`config.mk`:
```
export PLATFORM = sky130hd
export DESIGN_NAME = pcs_sequencer
export DESIGN_NICKNAME = d
export VERILOG_FILES = /design/src/core/pcs_buf2.v /design/src/core/pcs_sequencer.v
export VERILOG_INCLUDE_DIRS = /design/src /design/src/core
export SDC_FILE = /design/constraint.sdc
export NUM_CORES = 1
export LEC_CHECK = 0
export ABC_AREA = 0
export BUFFER_PORTS_ARGS = -buffer_cell sky130_fd_sc_hd__buf_2
export CAP_MARGIN = 10
export CORE_MARGIN = 4
export CORE_UTILIZATION = 65
export CTS_CLUSTER_DIAMETER = 60
export DETAILED_ROUTE_END_ITERATION = 16
export GPL_ROUTABILITY_DRIVEN = 0
export GPL_TIMING_DRIVEN = 0
export PLACE_DENSITY_LB_ADDON = 0.12
export SLEW_MARGIN = 5
export SYNTH_ARGS = -nofsm -noshare
export SYNTH_HDL_FRONTEND = slang
export SYNTH_HIERARCHICAL = 1
export SYNTH_SLANG_ARGS = --single-unit
```
`constraint.sdc`:
```
create_clock -name clk -period 4.56 [get_ports clk]
set_input_delay 0.912 -clock clk [delete_from_list [all_inputs] [get_ports clk]]
set_output_delay 0.912 -clock clk [all_outputs]
set_load 0.05 [all_outputs]
```
`src/core/pcs_defs.vh`:
```
// timing, command and mode constants for the start-up sequencer
`ifndef PCS_DEFS_VH
`define PCS_DEFS_VH
`define PCS_CLK_MHZ 25
`define PCS_SUPPLY_WAIT_US 4500
`define PCS_WAKE_WAIT_US 30
`define PCS_PASSIVE_WAIT_US 32
`define PCS_CMD_WAKE 8'hAB
`define PCS_CMD_FAST_READ 8'h0B
`define PCS_START_ADDR 32'h00000000
`define PCS_DUMMY_CYCLES 6'h08
`define PCS_MODE_ACTIVE 1'b0
`define PCS_MODE_PASSIVE 1'b1
`define PCS_W1 3'h0
`define PCS_W2 3'h1
`define PCS_W4 3'h2
`define PCS_W8 3'h3
`define PCS_W16 3'h4
`define PCS_W32 3'h5
`endif

```
`src/core/pcs_buf2.v`:
```
// two-entry buffer with valid and ready on both sides
`timescale 1ns/10ps
module pcs_buf2 #(
   parameter WIDTH = 8
)(
   clk,
   resetn,
   in_data,
   in_valid,
   in_ready,
   out_data,
   out_valid,
   out_ready
);
   input wire clk;
   input wire resetn;
   input wire [WIDTH-1:0] in_data;
   input wire in_valid;
   output wire in_ready;
   output wire [WIDTH-1:0] out_data;
   output wire out_valid;
   input wire out_ready;
   reg [WIDTH-1:0] mem_ff [0:1];
   reg wp_ff;
   reg rp_ff;
   reg [1:0] cnt_ff;
   wire push;
   wire pop;
   assign in_ready = (cnt_ff != 2'h2);
   assign out_valid = (cnt_ff != 2'h0);
   assign out_data = mem_ff[rp_ff];
   assign push = in_valid && in_ready;
   assign pop = out_valid && out_ready;
   // pointer and count update
   always @(posedge clk)
   begin
      if (!resetn)
      begin
         wp_ff <= 1'b0;
         rp_ff <= 1'b0;
         cnt_ff <= 2'h0;
      end
      else
      begin
         if (push)
            wp_ff <= ~wp_ff;
         if (pop)
            rp_ff <= ~rp_ff;
         cnt_ff <= cnt_ff + {1'b0, push} - {1'b0, pop};
      end
   end
   // storage write
   always @(posedge clk)
   begin
      if (push)
         mem_ff[wp_ff] <= in_data;
   end
endmodule // pcs_buf2

```
`src/core/pcs_sequencer.v`:
```
// start-up sequencer: reset wait, flash wake and fast read, bitstream load
`timescale 1ns/10ps
`include "pcs_defs.vh"
// How it works
// - loading waits 4.5 ms after supplies good and the mode delay after reset
// - active mode starts alone on the rising edge of config_reset_n
// - active mode drives the flash with instructions and address itself
// - first flash command is the release-from-power-down wake instruction
// - at least 30 us pass between wake and fast read
// - fast read starts at address zero, three or four address bytes
// - active clock comes from internal oscillator or the external clock pin
// - active widths 1,2,4,8; passive widths up to 32; bad width refused
// - 16 and 32 bit passive widths refused when security is enabled
// - device stays out of user mode until the memory is loaded
module pcs_sequencer #(
   parameter SUPPLY_WAIT_CYC = `PCS_SUPPLY_WAIT_US * `PCS_CLK_MHZ,
   parameter LOAD_BYTES = 16
)(
   clk,
   resetn,
   config_reset_n,
   mode_sel,
   width_sel,
   addr4_mode,
   security_en,
   clk_src_ext,
   external_config_clock_pin,
   flash_sck,
   flash_cs_n,
   flash_mosi,
   flash_miso,
   cfg_data,
   cfg_valid,
   cfg_ready,
   passive_ready,
   user_mode,
   width_error
);
   input wire clk;
   input wire resetn;
   input wire config_reset_n;
   input wire mode_sel;
   input wire [2:0] width_sel;
   input wire addr4_mode;
   input wire security_en;
   input wire clk_src_ext;
   input wire external_config_clock_pin;
   output reg flash_sck;
   output reg flash_cs_n;
   output reg flash_mosi;
   input wire flash_miso;
   output reg [7:0] cfg_data;
   output reg cfg_valid;
   input wire cfg_ready;
   output reg passive_ready;
   output reg user_mode;
   output reg width_error;

   localparam WAKE_CYC = `PCS_WAKE_WAIT_US * `PCS_CLK_MHZ;
   localparam PAS_CYC = `PCS_PASSIVE_WAIT_US * `PCS_CLK_MHZ;
   localparam [7:0] CMD_WAKE = `PCS_CMD_WAKE;
   localparam [31:0] START_ADDR = `PCS_START_ADDR;
   // read headers, command first, for three and four address bytes
   localparam [39:0] READ_HDR3 = {`PCS_CMD_FAST_READ, START_ADDR[23:0], 8'h00};
   localparam [39:0] READ_HDR4 = {`PCS_CMD_FAST_READ, START_ADDR};
   localparam S_RST = 3'h0, S_PWAIT = 3'h1, S_WAKE = 3'h2, S_WWAIT = 3'h3;
   localparam S_READ = 3'h4, S_LOAD = 3'h5, S_PASS = 3'h6, S_DONE = 3'h7;

   // width legality per mode and security
   function width_ok;
      input m;
      input [2:0] w;
      input sec;
      begin
         if (m == `PCS_MODE_ACTIVE)
            width_ok = (w <= `PCS_W8);
         else if (w >= `PCS_W16)
            width_ok = (w == `PCS_W16 || w == `PCS_W32) && !sec;
         else
            width_ok = 1'b1;
      end
   endfunction

   reg [2:0] rst_sync_ff;
   reg [2:0] ext_sync_ff;
   reg [1:0] miso_sync_ff;
   reg [2:0] state_ff;
   reg [23:0] cnt_ff;
   reg [5:0] bit_ff;
   reg [39:0] sh_ff;
   reg [7:0] rx_ff;
   reg [2:0] rxn_ff;
   reg [15:0] nbytes_ff;
   reg sup_ok_ff;
   reg tick;
   reg [7:0] b_data;
   reg b_valid;
   wire b_ready;
   wire [7:0] q_data;
   wire q_valid;
   wire rst_rise;
   wire reset_low;
   wire buf_resetn;

   // two-flop synchronisers, third stage only for edge detection
   always @(posedge clk)
   begin
      if (!resetn)
      begin
         rst_sync_ff <= 3'h0;
         ext_sync_ff <= 3'h0;
         miso_sync_ff <= 2'h0;
      end
      else
      begin
         rst_sync_ff <= {rst_sync_ff[1:0], config_reset_n};
         ext_sync_ff <= {ext_sync_ff[1:0], external_config_clock_pin};
         miso_sync_ff <= {miso_sync_ff[0], flash_miso};
      end
   end
   assign rst_rise = rst_sync_ff[1] && !rst_sync_ff[2];
   assign reset_low = !rst_sync_ff[1];
   // the buffer is flushed with the sequence so an abandoned load leaves no stale byte
   assign buf_resetn = resetn && !reset_low;

   // bit tick from the external pin's rising edge or every other cycle internally
   always @*
   begin
      if (clk_src_ext)
         tick = ext_sync_ff[1] && !ext_sync_ff[2];
      else
         tick = flash_sck;
   end

   // supply-good timer from device reset, ceiling counts on clk
   reg [23:0] sup_cnt_ff;
   always @(posedge clk)
   begin
      if (!resetn)
      begin
         sup_cnt_ff <= 24'h000000;
         sup_ok_ff <= 1'b0;
      end
      else if (sup_cnt_ff >= SUPPLY_WAIT_CYC[23:0] - 24'h000001)
         sup_ok_ff <= 1'b1;
      else
         sup_cnt_ff <= sup_cnt_ff + 24'h000001;
   end

   // main sequence
   always @(posedge clk)
   begin
      if (!resetn || reset_low)
      begin
         state_ff <= S_RST;
         cnt_ff <= 24'h000000;
         bit_ff <= 6'h00;
         sh_ff <= 40'h0000000000;
         rxn_ff <= 3'h0;
         rx_ff <= 8'h00;
         nbytes_ff <= 16'h0000;
         flash_sck <= 1'b0;
         flash_cs_n <= 1'b1;
         flash_mosi <= 1'b0;
         passive_ready <= 1'b0;
         user_mode <= 1'b0;
         width_error <= 1'b0;
         b_valid <= 1'b0;
         b_data <= 8'h00;
      end
      else
      begin
         // internal bit clock only; held low while the external pin clocks the flash
         flash_sck <= !clk_src_ext && (state_ff == S_WAKE || state_ff == S_READ || state_ff == S_LOAD) && !flash_sck;
         if (b_valid && b_ready)
            b_valid <= 1'b0;
         case (state_ff)
            S_RST:
               if (rst_rise)
               begin
                  if (!width_ok(mode_sel, width_sel, security_en))
                     width_error <= 1'b1;
                  else
                  begin
                     cnt_ff <= 24'h000000;
                     state_ff <= S_PWAIT;
                  end
               end
            S_PWAIT:
               if (sup_ok_ff)
               begin
                  if (mode_sel == `PCS_MODE_PASSIVE)
                     state_ff <= S_PASS;
                  else
                  begin
                     // first bit is set up before the first rising flash clock
                     flash_cs_n <= 1'b0;
                     flash_mosi <= CMD_WAKE[7];
                     sh_ff <= {CMD_WAKE[6:0], 33'h000000000};
                     bit_ff <= 6'h07;
                     state_ff <= S_WAKE;
                  end
               end
            S_WAKE:
               if (tick)
               begin
                  flash_mosi <= sh_ff[39];
                  sh_ff <= {sh_ff[38:0], 1'b0};
                  bit_ff <= bit_ff - 6'h01;
                  if (bit_ff == 6'h00)
                  begin
                     flash_cs_n <= 1'b1;
                     cnt_ff <= 24'h000000;
                     state_ff <= S_WWAIT;
                  end
               end
            S_WWAIT:
               if (cnt_ff >= WAKE_CYC[23:0])
               begin
                  // first header bit is set up before the first rising flash clock
                  flash_cs_n <= 1'b0;
                  flash_mosi <= addr4_mode ? READ_HDR4[39] : READ_HDR3[39];
                  sh_ff <= addr4_mode ? {READ_HDR4[38:0], 1'b0} : {READ_HDR3[38:0], 1'b0};
                  bit_ff <= addr4_mode ? 6'h28 + `PCS_DUMMY_CYCLES : 6'h20 + `PCS_DUMMY_CYCLES;
                  state_ff <= S_READ;
               end
               else
                  cnt_ff <= cnt_ff + 24'h000001;
            S_READ:
               if (tick)
               begin
                  flash_mosi <= sh_ff[39];
                  sh_ff <= {sh_ff[38:0], 1'b0};
                  bit_ff <= bit_ff - 6'h01;
                  // the external pin clocks the flash before its synchronised tick arrives, so the read ends one tick earlier
                  if (bit_ff == (clk_src_ext ? 6'h01 : 6'h00))
                     state_ff <= S_LOAD;
               end
            S_LOAD:
               if (tick && !b_valid)
               begin
                  rx_ff <= {rx_ff[6:0], miso_sync_ff[1]};
                  rxn_ff <= rxn_ff + 3'h1;
                  if (rxn_ff == 3'h7)
                  begin
                     b_data <= {rx_ff[6:0], miso_sync_ff[1]};
                     b_valid <= 1'b1;
                     nbytes_ff <= nbytes_ff + 16'h0001;
                     if (nbytes_ff == LOAD_BYTES[15:0] - 16'h0001)
                     begin
                        flash_cs_n <= 1'b1;
                        state_ff <= S_DONE;
                     end
                  end
               end
            S_PASS:
               if (cnt_ff >= PAS_CYC[23:0])
                  passive_ready <= 1'b1;
               else
                  cnt_ff <= cnt_ff + 24'h000001;
            S_DONE:
               if (!b_valid && !q_valid && !cfg_valid)
                  user_mode <= 1'b1;
            default:
               state_ff <= S_RST;
         endcase
      end
   end

   pcs_buf2 #(.WIDTH(8)) pcs_buf2_inst (
      .clk(clk),
      .resetn(buf_resetn),
      .in_data(b_data),
      .in_valid(b_valid),
      .in_ready(b_ready),
      .out_data(q_data),
      .out_valid(q_valid),
      .out_ready(cfg_ready || !cfg_valid)
   );

   // registered output stage toward the memory loader
   always @(posedge clk)
   begin
      if (!resetn || reset_low)
      begin
         cfg_valid <= 1'b0;
         cfg_data <= 8'h00;
      end
      else if (cfg_ready || !cfg_valid)
      begin
         cfg_valid <= q_valid;
         cfg_data <= q_data;
      end
   end
endmodule // pcs_sequencer

```
# ---- Yosys cells after proc, flatten, opt, wreduce, memory -nomap -nowiden
# Memory sizes are Yosys's and may differ from the RTL's. A register that Yosys moved wholly into a read port is not among the register bits.
# Cells that the tools add are included.
# Widths: inputs -> output; s select.
dict set report classes {
  reduce_logical 43
  n_addsub 7
  n_eq_ne 28
  bitwise 3
  n_mux 57
  order_cmp 5
}
# op n
set ops {}
lappend ops {{$mux 40} 4}
lappend ops {{$mux 24} 6}
lappend ops {{$pmux 40 s3} 1}
lappend ops {{$pmux 24 s4} 1}
lappend ops {{$add 24x1->24 const B} 2}
lappend ops {{$ge 24x10->1 const B} 2}
lappend ops {{$mux 3} 12}
lappend ops {{$ge 24x17->1 const B} 1}
lappend ops {{$mux 1} 24}
lappend ops {{$mux 6} 4}
lappend ops {{$eq 3x3->1 const B} 7}
lappend ops {{$ne 2x2->1 const B} 9}
lappend ops {{$pmux 3 s6} 1}
lappend ops {{$pmux 6 s3} 1}
lappend ops {{$add 16x1->16 const B} 1}
lappend ops {{$eq 16x4->1 const B} 1}
lappend ops {{$ne 2x1->1 const B} 7}
lappend ops {{$reduce_and 12->1} 1}
lappend ops {{$logic_and 1x1->1} 11}
lappend ops {{$logic_not 1->1} 10}
lappend ops {{$reduce_and 9->1} 1}
lappend ops {{$reduce_bool 4->1} 2}
lappend ops {{$reduce_and 7->1} 1}
lappend ops {{$eq 3x2->1 const B} 2}
lappend ops {{other kinds (22)} 31}
dict set report totals {
  inputBits 13
  mem_count 1
  reg_bits 152
  ram_bits 16
  wordCells 168
}
# memory words word_bits read_ports rd_clocked_by_memory_dff write_ports line
set memory_table {}
lappend memory_table {pcs_buf2_inst.mem_ff 2 8 1 1 1 pcs_buf2.v:23} ;# reg [WIDTH-1:0] mem_ff [0:1];

# ---- Longest topological paths before layout
# Gate-level depths: netlist of the first run.
dict set report logic_depth {
  word_depth 11
  mapped_depth 10
}

# ---- Hierarchy
# Netlist of the first run, hierarchy kept.
# mod n_inst cells_each seq_area_each_um2 area_per_inst_um2
set modules_own_cells {}
lappend modules_own_cells {pcs_sequencer 1 572 2462.4 5077.4}
lappend modules_own_cells {pcs_buf2 1 49 580.6 810.8}

# ---- Worst setup path after synthesis of the first run
# No wires, ideal clock.
dict set report synth_path {
  path_type {input to register}
  startpoint {input port width_sel[1]}
  endpoint {register cnt_ff[3] (netlist name)}
  setup_time_ps 70
  slack_ps 1711
  cell_stages 7
  arrival_ps 2778
  path_buffers 1
  path_cell_list {or3b_1 -> a21boi_1 -> a31oi_1 -> or4_1 -> buf_2 -> or4_1 -> a21oi_1}
}
# element line
set synth_rtl {}
lappend synth_rtl {{from (decl)} pcs_sequencer.v:43} ;# input wire [2:0] width_sel;

==> impl_metrics.toml, run 1 <==
[pwr]
p_total_mw = 2.724
power.density_nw_per_um2 = 403.4
leakage_nw = 2.547
max-vdd-ir-drop_mv = 0.2932

[sta]
maxSlewViolCount = 0
hold_viol_final = 0
finalCritPeriodShare_pct = 59.96
setup_viol = 0
final.setup.tns_ns = 0
whs_ns = 0.4343
finalCriticalPeriod_ns = 2.734
setup_ws_ns = 1.826
tightest_slew_ns = 0.8089
max_freq_ghz = 0.3657
slew_headroom_pct = 45.97
rsz0062_at_grt = "no"
clock_skew_ns = 0.01002

[route]
drtIter0Drc = 273
vias = 4617
remaining_drc_errors = 0
vias_per_cell = 5.867
routedWlPerCell_um = 15.35
drtAntennaViolNets = 0
drt-pass1-iter-count = 7
drt-total-wl_mm = 12.08

[clock_network]
cts_resized = 0
cts_hold_buffers = 0
cts_max_level = 4
clock_latency_ns = 0.51
path_clk_slew_ns = 0.06
cts_buffers = 17
clk_path_buf_depth = 2
cts_tree = "done"
cts_sinks = 144
cts_root_buf = "clkbuf_8"
cts_setup_buffers = 0

[setup_path]
crit_required_ns = 4.96
crit_path_end_kind = "flop"
crit_path_start_kind = "flop"
worstSetupPathType = "reg2reg"
critPathMaxFanout = 10
cp.arrival_ns = 3.13

[synth]
yosys.area.top_type = "dfxtp_1"
synth_top_area_share_pct = 43.52
synth_edf_count = 16
yosysSeqAreaShare_pct = 51.68
synthArstFlopShare_pct = 0
synth_ff_type = "dfxtp_1"
synthCells = 621
postSynthAreaPerCell_um2 = 9.482
synth_fp_nets = 644
syn_area_um2 = 5888
synth_area_leaders = "dfxtp_1 (44%), edfxtp_1 (8.2%), and2_1 (4.8%)"
synth_cell_type_count = 60
yosysWarnings = 6
synth-seq-cells = 144

[global_routing]
track_usage_pct = 24.62
grt_max_degree = 17
globalRouteOverflowTotal = 0
grt_pass1_wl_mm = 20.59
grt_pass1_vias = 4427
antenna_found_initial = 0

[finish]
final-instance-count-excl-fill = 787
antenna_cells = 0
layout_commonest_cell = "dfxtp_1"
area_growth_pct = 14.66
fin_area_um2 = 6751
fin_util_pct = 77.04
fill_cells = 600
layout-drive-gt1-share_pct = 10.90
ff_latch_area_um2 = 3043
nNetsFinal = 689
multi_input_area_um2 = 2673
final_cell_mix = "dfxtp_1 (128), nand2_1 (63), a21oi_1 (48)"

[floorplanning]
rows = 34
dieArea_um2 = 10650
pin_count = 28
die_w_um = 103.2
core_area_um2 = 8763
die_h_um = 103.2
start_util_pct = 67.19

[run]
maxCapViolCount = 0

[place]
post_dp_cell_area_um2 = 6153
dp_hpwl_mm = 8.034
dp_slack_ns = 1.397
io_buffers = 26
dp_cells = 755

[outcome]
status = "complete, no violations"

[worst_hold_path]
hp-class = "reg2reg"
## synth_stat cells, types with 3 or more instances
master and instances:
nand4_1 12, buf_2 3, a21boi_1 3, mux2_2 8, or3_1 13, edfxtp_1 16
clkbuf_1 19, nor2b_1 8, and3_1 11, or4_1 5, o21ai_1 10, a31oi_1 4
a21oi_1 48, nand2_1 63, nor4_1 7, o211ai_1 7, nor2_1 46, inv_1 19
o21ai_0 12, dfxtp_1 128, nor3_1 7, ha_1 10, nand2b_1 5, xnor2_1 20
xor2_1 12, buf_1 3, nand3_1 24, mux2i_1 11, and2_1 45
## where the power goes
part,leakage (nW),total (mW),internal [mW],switching [mW]
Sequential,1.14,1.29,1.28,0.00389
Combinational,1.12,0.0452,0.0149,0.0304
Clock,0.282,1.39,0.843,0.546
## worst max-delay path, cell delays in order (launching register included)
cell	delay (ns)
dfxtp_1	0.42
inv_1	0.07
ha_1	0.20
o211a_1	0.22
o2111ai_2	0.20
a31oi_2	0.19
or4_1	0.53
buf_2	0.19
clkbuf_1	0.23
o41ai_1	0.38
## final cells by class
type                       instances  share of cell area [%]
multi-input combinational        432                   39.58
clock inverter                    14                   2.669
timing repair buffer              26                   1.927
sequential                       144                   45.07
tap                              108                   2.001
clock buffer                      18                   6.190
inverter                          20                   1.112
buffer                            25                   1.446
## path summary, 6_finish.rpt
kind / slack (ns) / cells after the start / to / start
worst max-delay path: 1.83 / 9 / cnt_ff[1] / cnt_ff[0]
worst min-delay path: 0.43 / 1 / rst_sync_ff[1] / rst_sync_ff[0]
worst max register to register: 1.83 / 9 / cnt_ff[1] / cnt_ff[0]
worst min register to register: 0.43 / 1 / rst_sync_ff[1] / rst_sync_ff[0]
## registers in the layout, summed over array words and instances, names as in the netlist, 2 cells and up, named ones only
name,flops
bit_ff,6
rst_sync_ff,3
nbytes_ff,16
sh_ff,7
ext_sync_ff,3
miso_sync_ff,2
pcs_buf2_inst/cnt_ff,2
pcs_buf2_inst/mem_ff,16
rx_ff,7
b_data,8
rxn_ff,3
cnt_ff,24
cfg_data,8
sup_cnt_ff,24
state_ff,3
## cells by family after synthesis
kind of cell | count (synthesis) | synth area share, %
AOI/OAI and AO/OA | 112 | 12.22
xor gates and xnor gates | 32 | 4.760
muxes | 19 | 3.400
buffers and inverters | 45 | 2.932
and+or+nand+nor | 259 | 22.89
DFF | 144 | 51.68
adders and majority gates | 10 | 2.125
## per-layer routing
layer	up-vias	GRT usage [%]	wire length (um)
met2	113	42.33	6057
met4	0	7.371	193
met5	-	0	0
met3	19	6.908	536
li1	2279	-	-
met1	2206	30.19	5289
No activity file was read; power rests on OpenSTA's default activity.
==> run 2, diff against run 1 <==
--- a/config.mk
+++ b/config.mk
@@ -10,7 +10,7 @@
 export BUFFER_PORTS_ARGS = -buffer_cell sky130_fd_sc_hd__buf_2
 export CAP_MARGIN = 10
 export CORE_MARGIN = 4
-export CORE_UTILIZATION = 65
+export CORE_UTILIZATION = 61
 export CTS_CLUSTER_DIAMETER = 60
 export DETAILED_ROUTE_END_ITERATION = 16
 export GPL_ROUTABILITY_DRIVEN = 0
==> constraint.sdc (replaced) <==
create_clock -name clk -period 2.8 [get_ports clk]
set_input_delay 0.56 -clock clk [delete_from_list [all_inputs] [get_ports clk]]
set_output_delay 0.56 -clock clk [all_outputs]
set_load 0.05 [all_outputs]
==> run 2 against run 1 <==
  * Register-to-register slack worse by 1.7 ns
  * Clock power increased by 53%
  * Cell area increased by 0.19%
  * Setup slack lost 1.7 ns
  * Final cell count up 2.7%
  * Global-route usage fell by 2.0 points
  * Clock-buffer cell count up 1
  * Worst hold slack worse by 0.18 ns
  * Power up 58%
  * Highest routed layer unchanged
  * Non-clock buffer count unchanged
  * Via count decreased by 0.43%
==> impl_metrics.toml, run 2 (same netlist as run 1, synthesis figures left out) <==
[outcome]
status = "complete, no violations"

[setup_path]
cp.depth = 10
worstSetupPathType = "reg2reg"
cp.arrival_ns = 3.06
critical_path.top_delay_family = "compound AO/OA/AOI/OAI gates"
critPathMaxFanout = 10
r2r_end = "cnt_ff[8]"
crit_required_ns = 3.19
worstPathCellList = "inv_1 > ha_1 > o211a_1 > o2111ai_2 > a31oi_4 > or4_1 > buf_2 > clkbuf_1 > o31ai_1 > a21oi_1"
crit_buf_inv = 3
r2r_start = "cnt_ff[0]"
crit_path_start_kind = "flop"
crit_path_max_incr_delay_ns = 0.52
crit_path_end_kind = "flop"
r2r_cells = 10
r2r_slack_ns = 0.14
crit_slowest_cell = "or4_1"

[finish]
layout-drive-gt1-share_pct = 11.05
largestRegisters = "cnt_ff x24, sup_cnt_ff x24"
final-instance-count-excl-fill = 808
final_cell_mix = "dfxtp_1 (127), nand2_1 (63), a21oi_1 (48)"
area_growth_pct = 14.87
fin_util_pct = 72.52
layout_commonest_cell = "dfxtp_1"
nNetsFinal = 689
antenna_cells = 0
fill_cells = 721

[run]
maxCapViolCount = 0

[floorplanning]
pin_count = 28
dieArea_um2 = 11290
rows = 35
die_h_um = 106.3
core_area_um2 = 9328
start_util_pct = 63.13
die_w_um = 106.3

[global_routing]
grt_pass1_vias = 4486
use_met3_pct = 4.554
gr-usage-met2_pct = 39.14
globalRouteOverflowTotal = 0
track_usage_pct = 22.58
antenna_found_initial = 0
met1_usage_pct = 28.25
grt_busiest_layer = "met2"
grt_pass1_wl_mm = 20.80
grt_max_degree = 17

[clock_network]
cts_buffers = 17
clock_latency_ns = 0.51
path_clk_slew_ns = 0.06
cts_setup_buffers = 0
cts_tree = "done"
clk_path_buf_depth = 2
cts_root_buf = "clkbuf_8"
cts_sinks = 144
cts_resized = 0
cts_hold_buffers = 0
cts_max_level = 4

[route]
drt-total-wl_mm = 12.02
drtIter0Drc = 403
drt-pass1-iter-count = 5
vias = 4597
drtAntennaViolNets = 0
routedWlPerCell_um = 14.87
vias_per_cell = 5.689
remaining_drc_errors = 0

[pwr]
max-vdd-ir-drop_mv = 0.4959
leakage_nw = 2.534
power.density_nw_per_um2 = 635.5

[worst_hold_path]
hp-class = "in2reg"
hold_start = "config_reset_n"
holdPathStages = 2
whs_endpoint = "rst_sync_ff[0]"

[sta]
slew_headroom_pct = 52.28
rsz0062_at_grt = "yes"
clock_skew_ns = 0.007516
hold_viol_final = 0
finalCritPeriodShare_pct = 95.04
final.setup.tns_ns = 0
max_freq_ghz = 0.3758
whs_ns = 0.2522
tightest_slew_ns = 0.7115
finalCriticalPeriod_ns = 2.661
maxSlewViolCount = 0
setup_viol = 0

[place]
io_buffers = 26
dp_hpwl_mm = 8.016
dp_cells = 776
run 2: changes by cell type in the layout (fill, tap and decap cells not counted), sizes merged:
cell,before,now
clkinv,4,7
inv,24,21
bufinv,3,2
clkbuf,37,38
run 2: worst max-delay path by stage:
stage | endpoint | startpoint | slack, ns
detailed placement | cnt_ff[8] | clk_src_ext | -0.03
global route | cnt_ff[3] | cnt_ff[0] | -0.01
CTS | cnt_ff[8] | cnt_ff[0] | 0.02
finish | cnt_ff[8] | cnt_ff[0] | 0.14
floorplan | cnt_ff[3] | flash_sck | 0.22
global placement | cnt_ff[3] | clk_src_ext | -0.003
run 2: metal layers:
metal  routed length, um  vias to the layer above
li1                    -                     2273
met1                5282                     2183
met2                5998                      122
met3                 586                       19
met4                 147                        0
met5                   0                        -
run 2: final cells by class:
class	instances	area [um^2]	share of cell area, %
tap	129	161.4	2.386
clock inverter	13	138.9	2.053
inverter	20	75.07	1.110
sequential	144	3044	45.01
timing repair buffer	26	130.1	1.924
clock buffer	19	421.7	6.234
multi-input combinational	432	2695	39.84
buffer	25	97.59	1.443
run 2: report_power, final:
part / leakage [nW] / switching (mW) / total (mW) / internal (mW)
registers: 1.14 / 0.00644 / 2.10 / 2.09
logic: 1.12 / 0.0498 / 0.0741 / 0.0243
clock network: 0.269 / 0.857 / 2.13 / 1.27
total: 2.53 / 0.914 / 4.30 / 3.38
run 2: worst register-to-register path, cell delays in order, from the launching register on:
cell,delay [ns]
dfxtp_2,0.37
inv_1,0.05
ha_1,0.20
o211a_1,0.22
o2111ai_2,0.23
a31oi_4,0.16
or4_1,0.52
buf_2,0.18
clkbuf_1,0.24
o31ai_1,0.26
a21oi_1,0.10
run 2: stage by stage:
stage          instance area, um^2  power (mW)  setup WS, ns
2_1_floorplan                 5888       2.190        0.2165
3_3_place_gp                  6180       2.214     -0.003255
3_5_place_dp                  6180       2.217      -0.02635
4_1_cts                       6740       4.327       0.02207
5_1_grt                       6764       4.422      -0.01443
6_report                      6764       4.298        0.1388
